**config.mk**
```make
export PLATFORM = sky130hd
export DESIGN_NAME = cag_top
export DESIGN_NICKNAME = d
export VERILOG_FILES = /design/src/cag_pkg.sv /design/src/cag_ring.sv /design/src/cag_top.sv
export VERILOG_INCLUDE_DIRS = /design/src
export SDC_FILE = /design/constraint.sdc
export NUM_CORES = 1
export LEC_CHECK = 0
export BUFFER_PORTS_ARGS = -buffer_cell sky130_fd_sc_hd__buf_2
export CAP_MARGIN = 40
export CORE_MARGIN = 2
export CORE_UTILIZATION = 34
export DETAILED_ROUTE_END_ITERATION = 16
export PLACE_DENSITY = 0.58
export SYNTH_ARGS = -nofsm -noshare
export SYNTH_HDL_FRONTEND = slang
export SYNTH_SLANG_ARGS = --single-unit
```
**constraint.sdc**
```tcl
create_clock -name I_CLOCK -period 7.15 [get_ports I_CLOCK]
set_input_delay 0.715 -clock I_CLOCK [delete_from_list [all_inputs] [get_ports I_CLOCK]]
set_output_delay 0.715 -clock I_CLOCK [all_outputs]
set_load 0.02 [all_outputs]
```
**src/cag_consts.svh**
```systemverilog
`ifndef CAG_CONSTS_SVH
`define CAG_CONSTS_SVH
// APB byte offsets of the ring registers.
`define CAG_OFF_MODE_CTRL 12'h046
`define CAG_OFF_X_START 12'h048
`define CAG_OFF_X_END 12'h04a
`define CAG_OFF_Y_START 12'h04c
`define CAG_OFF_Y_END 12'h04e
// Mode control field positions.
`define CAG_X_SEL_LSB 0
`define CAG_Y_SEL_LSB 4
`define CAG_Y_EN_BIT 14
`define CAG_X_EN_BIT 15
// Pointer select value that disables a ring.
`define CAG_SEL_OFF 4'hf
// Reset values.
`define CAG_RST_MODE_CTRL 16'h0000
`define CAG_RST_BOUND 16'h0000
`endif

```
**src/cag_pkg.sv**
```systemverilog
package cag_pkg;
  // Address calculation modes requested by the decoder.
  typedef enum logic [2:0] {
    CAG_M_INDIRECT,
    CAG_M_POST_MOD,
    CAG_M_PRE_MOD,
    CAG_M_REG_OFFSET,
    CAG_M_LIT_OFFSET
  } cag_mode_t;
  // Instruction class seen by the generator.
  typedef enum logic [1:0] {
    CAG_C_GENERAL,
    CAG_C_MOVE_ACC,
    CAG_C_MAC
  } cag_class_t;
endpackage

```
**src/cag_ring.sv**
```systemverilog
`timescale 1ns/1ns
`default_nettype none
module cag_ring #(
  parameter int AW = 16
) (
  input wire logic [AW-1:0] i_addr,
  input wire logic [AW-1:0] i_start,
  input wire logic [AW-1:0] i_end,
  input wire logic i_active,
  input wire logic i_down,
  input wire logic i_both,
  output logic [AW-1:0] o_addr
);
  // Ring length in bytes: the end bound names the last byte of the last word.
  logic [AW-1:0] len;
  always_comb begin
    len = AW'(i_end - i_start + AW'(1));
    o_addr = i_addr;
    if (i_active) begin
      if ((!i_down || i_both) && (i_addr > i_end)) begin
        o_addr = AW'(i_addr - len);
      end else if ((i_down || i_both) && (i_addr < i_start)) begin
        o_addr = AW'(i_addr + len);
      end
    end
  end
endmodule
`default_nettype wire

```
**src/cag_top.sv**
```systemverilog
// The implementer's own choices: the placing of the registers and the APB slave port.
`timescale 1ns/1ns
`default_nettype none
`include "cag_consts.svh"
module cag_top
  import cag_pkg::*;
#(
  parameter int AW = 16
) (
  input wire logic I_CLOCK,
  input wire logic I_RSTN,
  input wire logic i_ce,
  input wire logic [11:0] i_paddr,
  input wire logic i_psel,
  input wire logic i_penable,
  input wire logic i_pwrite,
  input wire logic [31:0] i_pwdata,
  output logic [31:0] o_prdata,
  output logic o_pready,
  output logic o_pslverr,
  input wire logic i_req,
  input wire cag_class_t i_class,
  input wire cag_mode_t i_mode,
  input wire logic [3:0] i_ptr_num,
  input wire logic [AW-1:0] i_ptr_val,
  input wire logic [AW-1:0] i_offset_val,
  input wire logic signed [AW-1:0] i_modifier,
  input wire logic i_is_write,
  input wire logic i_branch,
  input wire logic [15:0] i_branch_lit,
  input wire logic [AW-1:0] i_pc,
  input wire logic i_hold,
  input wire logic [13:0] i_hold_lit,
  output logic o_valid,
  output logic [AW-1:0] o_ea,
  output logic o_ea_y,
  output logic o_wb_en,
  output logic [3:0] o_wb_num,
  output logic [AW-1:0] o_wb_val,
  output logic o_illegal,
  output logic o_branch_valid,
  output logic [AW-1:0] o_branch_target,
  output logic o_hold_valid,
  output logic [13:0] o_hold_count
);
  // All state of the block in one record.
  typedef struct packed {
    logic [15:0] mode_ctrl_r;
    logic [AW-1:0] x_start_r;
    logic [AW-1:0] x_end_r;
    logic [AW-1:0] y_start_r;
    logic [AW-1:0] y_end_r;
    logic [31:0] prdata_r;
    logic pready_r;
    logic pslverr_r;
    logic valid_r;
    logic [AW-1:0] ea_r;
    logic ea_y_r;
    logic wb_en_r;
    logic [3:0] wb_num_r;
    logic [AW-1:0] wb_val_r;
    logic illegal_r;
    logic br_valid_r;
    logic [AW-1:0] br_target_r;
    logic hold_valid_r;
    logic [13:0] hold_count_r;
  } cag_state_t;

  cag_state_t st_r; // Registered state.
  cag_state_t st_nxt; // Next state.

  logic [3:0] x_sel; // X ring pointer select.
  logic [3:0] y_sel; // Y ring pointer select.
  logic x_ring_enable; // X ring enable bit.
  logic y_ring_enable; // Y ring enable bit.
  logic use_y; // Request goes to the Y generator.
  logic ring_hit; // Pointer matches its ring select.
  logic [AW-1:0] raw_ea; // Address before ring correction.
  logic [AW-1:0] new_ptr; // Modified pointer before correction.
  logic [AW-1:0] fix_ea; // Address after ring correction.
  logic [AW-1:0] fix_ptr; // Pointer after ring correction.
  logic [AW-1:0] sel_start; // Start bound of the chosen ring.
  logic [AW-1:0] sel_end; // End bound of the chosen ring.
  logic ring_active; // Chosen ring is enabled and selected.
  logic down; // Pointer is moving downward.
  logic pow2; // Ring length is a power of two.
  logic [AW-1:0] ring_len; // Ring length for the power-of-two test.
  logic mac_bad; // Request breaks the MAC addressing limits.
  logic apb_acc; // APB access phase.
  logic [AW-1:0] span_ea; // Address used by the pointer corrector.

  // Control fields.
  // X and Y select and enable, and the APB access phase.
  assign x_sel = st_r.mode_ctrl_r[`CAG_X_SEL_LSB +: 4];
  assign x_ring_enable = st_r.mode_ctrl_r[`CAG_X_EN_BIT];
  assign y_sel = st_r.mode_ctrl_r[`CAG_Y_SEL_LSB +: 4];
  assign y_ring_enable = st_r.mode_ctrl_r[`CAG_Y_EN_BIT];
  assign apb_acc = i_psel && i_penable;

  // Address space routing, mode decode and ring selection.
  always_comb begin
    // MAC pointers 10, 11 go to Y.
    use_y = (i_class == CAG_C_MAC) && (i_ptr_num[3:1] == 3'b101);
    if (use_y) begin
      ring_hit = (i_ptr_num == y_sel) && (y_sel != `CAG_SEL_OFF) && y_ring_enable;
      sel_start = st_r.y_start_r;
      sel_end = st_r.y_end_r;
    end else begin
      ring_hit = (i_ptr_num == x_sel) && (x_sel != `CAG_SEL_OFF) && x_ring_enable;
      sel_start = st_r.x_start_r;
      sel_end = st_r.x_end_r;
    end
    ring_active = ring_hit;
    down = i_modifier[AW-1];
    // Full 16-bit span covers 32K words.
    ring_len = AW'(sel_end - sel_start + AW'(1));
    pow2 = ((ring_len & AW'(ring_len - AW'(1))) == '0);
    new_ptr = AW'(i_ptr_val + AW'(i_modifier));
    raw_ea = i_ptr_val;
    unique case (i_mode)
      CAG_M_INDIRECT: raw_ea = i_ptr_val;
      CAG_M_POST_MOD: raw_ea = i_ptr_val;
      CAG_M_PRE_MOD: raw_ea = new_ptr;
      CAG_M_REG_OFFSET: raw_ea = AW'(i_ptr_val + i_offset_val);
      CAG_M_LIT_OFFSET: raw_ea = AW'(i_ptr_val + i_offset_val);
      default: raw_ea = i_ptr_val;
    endcase
    span_ea = (i_mode == CAG_M_POST_MOD) ? new_ptr : raw_ea;
    // MAC limits on pointers, modes and post-modify steps.
    mac_bad = 1'b0;
    if (i_class == CAG_C_MAC) begin
      if (i_ptr_num[3:2] != 2'b10) begin
        mac_bad = 1'b1;
      end
      unique case (i_mode)
        CAG_M_INDIRECT: mac_bad = mac_bad;
        CAG_M_POST_MOD: begin
          if (!(i_modifier == AW'(2) || i_modifier == AW'(4) || i_modifier == AW'(6) ||
                i_modifier == -AW'(2) || i_modifier == -AW'(4) ||
                i_modifier == -AW'(6))) begin
            mac_bad = 1'b1;
          end
        end
        // Indexed only with 9 and 11.
        CAG_M_REG_OFFSET: begin
          if (!(i_ptr_num == 4'h9 || i_ptr_num == 4'hb)) begin
            mac_bad = 1'b1;
          end
        end
        default: mac_bad = 1'b1;
      endcase
      // Writes never use the MAC read path.
      if (i_is_write) begin
        mac_bad = 1'b1;
      end
    end
  end

  // Ring corrector for the effective address.
  cag_ring #(
    .AW(AW)
  ) u_ring_ea (
    .i_addr(raw_ea),
    .i_start(sel_start),
    .i_end(sel_end),
    .i_active(ring_active),
    .i_down(down),
    .i_both(pow2),
    .o_addr(fix_ea)
  );

  // Ring corrector for the post-modified pointer.
  cag_ring #(
    .AW(AW)
  ) u_ring_ptr (
    .i_addr(span_ea),
    .i_start(sel_start),
    .i_end(sel_end),
    .i_active(ring_active),
    .i_down(down),
    .i_both(pow2),
    .o_addr(fix_ptr)
  );

  // Next-state logic for the bus slave and the address pipeline.
  always_comb begin
    st_nxt = st_r;
    st_nxt.pready_r = 1'b0;
    st_nxt.pslverr_r = 1'b0;
    // APB answers one cycle after the access phase starts.
    if (apb_acc && !st_r.pready_r) begin
      st_nxt.pready_r = 1'b1;
      st_nxt.prdata_r = 32'h00000000;
      unique case (i_paddr)
        `CAG_OFF_MODE_CTRL: begin
          if (i_pwrite) begin
            st_nxt.mode_ctrl_r = {i_pwdata[15:14], 6'h00, i_pwdata[7:0]};
          end
          st_nxt.prdata_r = {16'h0000, st_r.mode_ctrl_r};
        end
        `CAG_OFF_X_START: begin
          if (i_pwrite) begin
            st_nxt.x_start_r = i_pwdata[AW-1:0];
          end
          st_nxt.prdata_r = 32'(st_r.x_start_r);
        end
        `CAG_OFF_X_END: begin
          if (i_pwrite) begin
            st_nxt.x_end_r = i_pwdata[AW-1:0];
          end
          st_nxt.prdata_r = 32'(st_r.x_end_r);
        end
        `CAG_OFF_Y_START: begin
          if (i_pwrite) begin
            st_nxt.y_start_r = {i_pwdata[AW-1:1], 1'b0};
          end
          st_nxt.prdata_r = 32'(st_r.y_start_r);
        end
        `CAG_OFF_Y_END: begin
          if (i_pwrite) begin
            st_nxt.y_end_r = {i_pwdata[AW-1:1], 1'b1};
          end
          st_nxt.prdata_r = 32'(st_r.y_end_r);
        end
        default: begin
          // Unmapped address answers with an error.
          st_nxt.pslverr_r = 1'b1;
        end
      endcase
    end
    // Valid, write-back enable and illegal flags are one-cycle pulses; the address and pointer number hold.
    st_nxt.valid_r = 1'b0;
    st_nxt.wb_en_r = 1'b0;
    st_nxt.illegal_r = 1'b0;
    if (i_req) begin
      st_nxt.valid_r = !mac_bad;
      st_nxt.illegal_r = mac_bad;
      st_nxt.ea_y_r = use_y;
      st_nxt.ea_r = fix_ea;
      if (use_y) begin
        st_nxt.ea_r = {fix_ea[AW-1:1], 1'b0};
      end
      st_nxt.wb_num_r = i_ptr_num;
      if (!mac_bad && (i_mode == CAG_M_POST_MOD || i_mode == CAG_M_PRE_MOD)) begin
        st_nxt.wb_en_r = 1'b1;
        st_nxt.wb_val_r = use_y ? {fix_ptr[AW-1:1], 1'b0} : fix_ptr;
      end
    end
    st_nxt.br_valid_r = i_branch;
    if (i_branch) begin
      st_nxt.br_target_r = AW'(i_pc + AW'(signed'(i_branch_lit)));
    end
    st_nxt.hold_valid_r = i_hold;
    if (i_hold) begin
      st_nxt.hold_count_r = i_hold_lit;
    end
  end

  // State register with clock enable and asynchronous reset.
  always_ff @(posedge I_CLOCK or negedge I_RSTN) begin
    if (!I_RSTN) begin
      st_r <= '0;
      st_r.mode_ctrl_r <= `CAG_RST_MODE_CTRL;
      st_r.x_start_r <= `CAG_RST_BOUND;
      st_r.x_end_r <= `CAG_RST_BOUND;
      st_r.y_start_r <= `CAG_RST_BOUND;
      st_r.y_end_r <= `CAG_RST_BOUND;
    end else if (i_ce) begin
      st_r <= st_nxt;
    end
  end

  // Outputs straight from the state record.
  assign o_prdata = st_r.prdata_r;
  assign o_pready = st_r.pready_r;
  assign o_pslverr = st_r.pslverr_r;
  assign o_valid = st_r.valid_r;
  assign o_ea = st_r.ea_r;
  assign o_ea_y = st_r.ea_y_r;
  assign o_wb_en = st_r.wb_en_r;
  assign o_wb_num = st_r.wb_num_r;
  assign o_wb_val = st_r.wb_val_r;
  assign o_illegal = st_r.illegal_r;
  assign o_branch_valid = st_r.br_valid_r;
  assign o_branch_target = st_r.br_target_r;
  assign o_hold_valid = st_r.hold_valid_r;
  assign o_hold_count = st_r.hold_count_r;
endmodule
`default_nettype wire

```
==> summary.md, run 1 <==
| Metric | Value |
|---|---|
| Status | finished clean |
| Slew margin rel. | 18.2% |
| CTS tree | yes |
| CP Cell Sequence | buf_2, ha_1, fa_1, a21oi_1, nand4b_1, a21boi_0, o41ai_1, xnor2_1, a311oi_1, a31oi_1, a21oi_1, a21oi_1, ha_1, nand2_1, a2bb2oi_1, a211oi_1, o31a_1, and2_0, buf_4, nor4_2, buf_4, o21ai_2, o221ai_1, a31o_2 |
| Fin crit share | 90.5% |
| 1st-iter DRT viols | 1,322 |
| Area of all placed cells without fillers | 0.0197 mm2 |
| Vias | 16,100 |
| CTS Buf Count | 17 |
| Hpwl dp | 49,500 um |
| Critical Path Start | i_ptr_val[0] |
| Final setup vio count | 0 |
| Grt ovf | 0 |
| Initial antenna violation count | 3 |
| Drt pass-1 iters | 6 |
| Avg Cell Area, Syn | 8.72 um2 |
| Final ANT Viol Nets | 0 |
| Hold Worst Slack | 0.232 ns |
| Post-Syn Area | 0.0170 mm2 |
| Critical path startpoint category | primary input |
| RePlAce Congestion | 0.970 |
| Placed inst area | 0.0191 mm2 |
| RSZ-0062 raised after global routing | no |
| Post-cts gate resize count | 0 |
| Synth cell types | 99 |
| Min cycle time layout | 6.47 ns |
| CTS Sinks | 163 |
| Clk pin slew, worst setup/hold paths | 0.07 ns |
| Layout net count | 2,530 |
| Seq/Total Area, Yosys | 24.0% |
| Core ar. | 0.0492 mm2 |
| Fillers | 5,024 |
| Worst min path class | in -> async |
| CTS H-tree lvls | 4 |
| Clock Path Buffers | 2 |
| Worst Skew | 0.0112 ns |
| Post-Place Setup Slack | 0.425 ns |
| Avg WL per Cell | 21.4 um |
| Worst-path cell with the longest stage delay | o41ai_1 |
| Maximum vdd drop | 142 uV |
| Pins Over Slew Limit | 0 |
| Pleak | 9.27 nW |
| Worst-skew pair later-pin latency | 0.46 ns |
| Share of layout cells above drive strength 1 | 26.0% |
| Vias in the first global route | 15,700 |
| Post-Syn Instances | 1,952 |
| I/O Buffers | 230 |
| Asr flop ratio synth | 100% |
| I/O pins | 263 |
| Area grow syn2layout | 15.5% |
| Worst Tran Pin Value | 1.23 ns |
| Dominant synthesized flop cell | dfrtp_1 |
| Root Buffer Master | clkbuf_16 |
| Setup slack after layout | 0.683 ns |
| Max_cap viols | 0 |
| CP Data Arrival Time | 6.81 ns |
| Yosys warns | 0 |
| Die Span X | 228 um |
| Fmax | 155 MHz |
| Die ar. | 0.0519 mm2 |
| TNS Setup | 0 ns |
| CTS Hold Bufs | 0 |
| R2R Path Start | st_r[155]$_DFFE_PN0P_ |
| Data required, critical path | 7.49 ns |
| Flop-to-flop setup slack | 1.67 ns |
| Postcts setup bufs | 0 |
| Setup CP Type | in -> reg |
| FP Rows | 81 |
| Largest stage delay, worst path | 0.62 ns |
| Post-route DRC | 0 |
| Synthesized flop and latch total | 163 |
| Largest net degree at the start of global routing | 64 |
| Mean number of vias per cell | 5.66 |
| Die Ht | 228 um |
| Final hold vios | 0 |
| Crit end category | register |
| Most Frequent Cell on Critical Path | a21oi_1 |
| First-pass GRT wire length | 93,800 um |
| GRT Total Usage | 23.2% |
| Total routed wirelength | 61,200 um |
| Number of synthesized flops with an enable pin | 0 |
| Crit Path Max Fanout | 6 |
| PwrDens | 175 mW/mm2 |
| Initial Utilization | 34.6% |
[worst max-delay path, delay by kind of cell]
| kind | cells | cell delay (ns) |
|---|---|---|
| compound gates | 13 | 3.67 |
| xor+xnor | 1 | 0.17 |
| fa+ha+maj | 3 | 1.12 |
| buf+inv | 3 | 0.53 |
| simple gates | 4 | 0.61 |
[registers in the layout (all words and copies together) (netlist names)]
name,cells
o_branch_target,16
o_ea,16
o_wb_num,4
o_prdata,16
o_wb_en,1
o_valid,1
o_pready,1
o_ea_y,1
o_wb_val,16
o_hold_count,14
st_r,73
o_illegal,1
o_hold_valid,1
o_pslverr,1
o_branch_valid,1
[stage by stage]
stage | power [mW] | std cells | utilization [%]
after CTS | 3.46 | 2852 | 40.0
after global routing | 3.65 | 2853 | 40.0
after global placement | 2.49 | 2811 | 38.6
final | 3.45 | 2853 | 40.0
after floorplan | 2.08 | 1967 | -
after detailed placement | 2.51 | 2820 | 38.8
[kinds of logic (layout without fill, tap and decap cells)]
logic type	count (synthesis)	in the layout	synth area share, %
XOR/XNOR	70	70	3.74
AND/OR/NAND/NOR	541	541	15.9
buffers and inverters	267	488	8.15
multiplexers	159	159	10.6
other	1	17	0.0220
flip-flops	163	163	24.0
adder cells (fa/ha/maj)	199	199	15.0
AO/OA/AOI/OAI	552	552	22.7
[layout by cell type (no fill, tap or decap), types with 49 or more instances in the layout]
master   Yosys  layout
nand2_1    160     160
buf_4      100     113
ha_1       190     190
nor2_1     116     114
dfrtp_1    163     163
buf_2        8     230
mux2_2     104     104
inv_1       99      99
o21ai_0    100     100
a21oi_1    108     108
nor3_1      56      55
mux2i_1     49      49
[power breakdown]
group / total [mW] / switching, mW / internal, mW
logic: 1.47 / 0.908 / 0.566
registers: 1.05 / 0.0452 / 1.00
clock network: 0.928 / 0.423 / 0.505
[routing by layer]
layer  vias up  wire length (um)  global-route usage (%)
met5         -                14                       0
met4         4              2040                    8.26
met3       111              3110                    3.51
met2       536             28500                    38.1
met1      7883             27500                    30.7
li1       7603                 -                       -
[layout make-up]
| type | instances | area (um2) | share of cell area [%] |
|---|---|---|---|
| Tap cell | 664 | 831 | 4.23 |
| Inverter | 103 | 387 | 1.97 |
| Sequential cell | 163 | 4080 | 20.8 |
| Multi-Input combinational cell | 1537 | 11600 | 59.1 |
| Clock buffer | 20 | 457 | 2.32 |
| Timing Repair Buffer | 353 | 2150 | 11.0 |
| Antenna cell | 1 | 2.50 | 0.0127 |
| Clock inverter | 12 | 119 | 0.605 |
[synthesized netlist by cell type (18+ instances only)]
master | n | area (um2)
a211oi_1 | 33 | 248
nor2_1 | 116 | 435
nor2b_1 | 19 | 119
nand4_1 | 18 | 113
nor3_1 | 56 | 280
o21bai_1 | 20 | 150
o211ai_1 | 21 | 158
dfrtp_1 | 163 | 4080
xnor2_1 | 40 | 350
nand2b_1 | 18 | 113
buf_4 | 100 | 751
ha_1 | 190 | 2380
a21oi_1 | 108 | 541
o22ai_1 | 25 | 156
clkbuf_1 | 48 | 180
inv_1 | 99 | 372
o21ai_0 | 100 | 500
mux2i_1 | 49 | 490
o21a_1 | 19 | 143
a21o_1 | 36 | 270
nand2_1 | 160 | 601
nand3_1 | 42 | 210
mux2_2 | 104 | 1170
xor2_1 | 27 | 236
[path summary, 6_finish.rpt]
path,cells after the start,end
max reg2reg,24,o_wb_val[14]$_DFFE_PN0P_
min,1,o_ea[13]$_DFFE_PN0P_
max,24,o_wb_val[4]$_DFFE_PN0P_
min reg2reg,2,o_wb_num[0]$_DFFE_PN0P_
max in group asynchronous,3,st_r[165]$_DFFE_PN0P_
min in group I_CLOCK,2,o_branch_target[15]$_DFFE_PN0P_
Note: power is estimated with default switching activity, not from simulation.
==> run 2, diff against run 1 <==
Settings changed: CTS_BUF_LIST set to sky130_fd_sc_hd__clkbuf_8.
==> run 2 against run 1 <==
Cell area fell by 0.92%; non-clock buffer count rose by 1; sequential cell count did not move; wire length fell by 0.29%; global-route usage fell by 0.066 points; critical endpoint unchanged; largest cell class unchanged.
==> summary.md, run 2 (synthesis results as in run 1) <==
| Metric | Value |
|---|---|
| Worst-path cell with the longest stage delay | o41ai_1 |
| Cell Int Power | 1.87 mW (-9.9%) |
| Final hold vios | 0 (unchanged) |
| Combinational Power Share | 45.8% (+3.1 points) |
| Share of layout cells above drive strength 1 | 26.0% (+0.034 points) |
| Die Ht | 228 um (unchanged) |
| Clk pin slew, worst setup/hold paths | 0.10 ns (+0.03 ns) |
| Largest stage delay, worst path | 0.61 ns (about the same) |
| Overall power | 3.21 mW (-6.8%) |
| Commonest non-fill, non-tap cell in the layout | buf_2 |
| Drt pass-1 iters | 6 (unchanged) |
| Final Util | 39.6% (-0.37 points) |
| CTS Hold Bufs | 0 (unchanged) |
| PwrDens | 165 mW/mm2 (-5.9%) |
| Avg WL per Cell | 21.4 um (-0.36%) |
| CP Buf/Inv Count | 3 (unchanged) |
| CP Cell Sequence | buf_2, ha_1, fa_1, a21oi_1, nand4b_1, a21boi_0, o41ai_1, xnor2_1, a311oi_1, a31oi_1, a21oi_1, a21oi_1, ha_1, nand2_1, a2bb2oi_1, a211oi_1, o31a_1, and2_0, buf_4, nor4_2, buf_4, o21ai_2, o221ai_1, a31o_2 |
| Grt met2 use | 38.1% (-0.067 points) |
| Sw frac | 41.9% (+2.0 points) |
| Initial antenna violation count | 4 (+1) |
| Flop pwr share | 32.5% (+2.1 points) |
| Met1 Resource Use GR | 30.5% (-0.23 points) |
| CTS Sinks | 163 (unchanged) |
| Final setup vio count | 0 (unchanged) |
| CP delay by family, top | compound AO/OA/AOI/OAI gates |
| CTS H-tree lvls | 4 (unchanged) |
| Fin crit share | 89.2% (-1.2 points) |
| GRT Total Usage | 23.1% (-0.066 points) |
| Root Buffer Master | clkbuf_8 |
| Pins Over Slew Limit | 0 (unchanged) |
| Post-cts gate resize count | 0 (unchanged) |
| Area of all placed cells without fillers | 0.0195 mm2 (-0.92%) |
| Setup slack after layout | 0.770 ns (+0.0879 ns) |
| 1st-iter DRT viols | 1,337 (+1.1%) |
| Switching pwr | 1.35 mW (-2.1%) |
| Placed Cells | 2,820 (unchanged) |
| Hpwl dp | 49,500 um (unchanged) |
| RePlAce Congestion | 0.970 (unchanged) |
| Register area | 0.00408 mm2 (unchanged) |
| Die Span X | 228 um (unchanged) |
| Area grow syn2layout | 14.4% |
| Fillers | 5,053 (+0.58%) |
| Multi-input gate area in the final layout | 0.0116 mm2 (unchanged) |
| Largest register FFs | 73 (unchanged) |
| Worst Skew | 0.0193 ns (+0.00813 ns) |
| CTS Buf Count | 17 (unchanged) |
| Crit Path Max Fanout | 6 (unchanged) |
| I/O pins | 263 (unchanged) |
| Worst min path class | in -> async |
| Slew margin rel. | 43.3% (+25 points) |
| RSZ-0062 raised after global routing | no |
| Critical path startpoint category | primary input |
| Total routed wirelength | 61,000 um (-0.29%) |
| Worst Tran Pin Value | 0.829 ns (-0.398 ns) |
| Non-Filler Instances | 2,855 (+0.070%) |
| Worst-skew pair later-pin latency | 0.51 ns (+0.05 ns) |
| Met3 Use GR | 3.68% (+0.17 points) |
| Mean number of vias per cell | 5.66 (about the same) |
| Crit end category | register |
| Setup CP Type | in -> reg |
| I/O Buffers | 230 (unchanged) |
| Data required, critical path | 7.55 ns (+0.06 ns) |
| Grt ovf | 0 (unchanged) |
| Postcts setup bufs | 0 (unchanged) |
| Initial Utilization | 34.6% (unchanged) |
| Maximum vdd drop | 98.6 uV (-31%) |
| TNS Setup | 0 ns (unchanged) |
| Pleak | 9.19 nW (-0.85%) |
| Core ar. | 0.0492 mm2 (unchanged) |
| Vias in the first global route | 15,700 (+0.025%) |
| Layer carrying the most global-route usage | met2 |
| Status | finished clean |
| First-pass GRT wire length | 93,400 um (-0.43%) |
| Die ar. | 0.0519 mm2 (unchanged) |
| Vias | 16,200 (+0.11%) |
| Placed inst area | 0.0191 mm2 (unchanged) |
| Post-route DRC | 0 (unchanged) |
| Most frequent cells in the layout | buf_2 (230), ha_1 (190), dfrtp_1 (163) |
| Fmax | 157 MHz (+1.4%) |
| Post-Place Setup Slack | 0.425 ns (unchanged) |
| Hold Worst Slack | 0.172 ns (-0.0598 ns) |
| Max_cap viols | 0 (unchanged) |
| CP Data Arrival Time | 6.77 ns (-0.04 ns) |
| Most Frequent Cell on Critical Path | a21oi_1 |
| FP Rows | 81 (unchanged) |
| Min cycle time layout | 6.38 ns (-0.0879 ns) |
| Biggest register | st_r |
| Largest net degree at the start of global routing | 64 (unchanged) |
| Clock Path Buffers | 2 (unchanged) |
| Layout net count | 2,531 (+0.040%) |
| CTS tree | yes |
| Final ANT Viol Nets | 0 (unchanged) |
| Clock power frac | 21.6% (-5.3 points) |
## run 2: worst reg2reg max path: stages, from the launching register on
cell      delay [ns]
dfrtp_1         0.41
mux2i_1         0.35
inv_1           0.08
ha_1            0.28
inv_1           0.06
ha_1            0.17
inv_1           0.07
fa_1            0.44
nand2b_1        0.18
a21oi_2         0.27
o211a_1         0.28
and3b_1         0.23
nor2_1          0.38
inv_1           0.20
ha_1            0.45
nand2b_1        0.09
o31a_1          0.12
inv_1           0.06
a31oi_1         0.07
a221o_1         0.41
nand2_1         0.09
a211oi_1        0.05
a211oi_1        0.23
o32ai_1         0.12
a211oi_1        0.29
## run 2: final cells by class
class / instances / share of cell area [%]
inverter: 103 / 1.99
sequential: 163 / 20.9
timing repair buffer: 354 / 11.1
clock buffer: 19 / 1.34
multi-input combinational: 1537 / 59.7
antenna: 2 / 0.0257
clock inverter: 13 / 0.630
tap: 664 / 4.27
## run 2: routing by layer
metal  wire length (um)  vias to the layer above
met4               2040                        4
li1                   -                     7597
met2              28500                      544
met5                 14                        -
met1              27200                     7908
met3               3290                      102
## run 2: final timing paths
check | start | endpoint | slack, ns | cells after the start
min reg2reg | o_wb_num[0]$_DFFE_PN0P_ | o_wb_num[0]$_DFFE_PN0P_ | 0.47 | 2
min in group I_CLOCK | i_branch | o_branch_target[15]$_DFFE_PN0P_ | 0.39 | 2
min | I_RSTN | o_ea[9]$_DFFE_PN0P_ | 0.17 | 1
max reg2reg | st_r[155]$_DFFE_PN0P_ | o_wb_val[14]$_DFFE_PN0P_ | 1.66 | 24
max | i_ptr_val[0] | o_wb_val[4]$_DFFE_PN0P_ | 0.77 | 24
max in group asynchronous | I_RSTN | o_prdata[10]$_DFFE_PN0P_ | 5.12 | 3
## run 2: power by group through the flow
| stage | Clock [mW] | Sequential [mW] | Combinational, mW |
|---|---|---|---|
| after detailed placement | 0 | 1.06 | 1.45 |
| after global routing | 0.759 | 1.06 | 1.60 |
| after floorplan | 0 | 1.05 | 1.02 |
| after global placement | 0 | 1.06 | 1.43 |
| after CTS | 0.720 | 1.05 | 1.46 |
| final | 0.695 | 1.05 | 1.47 |
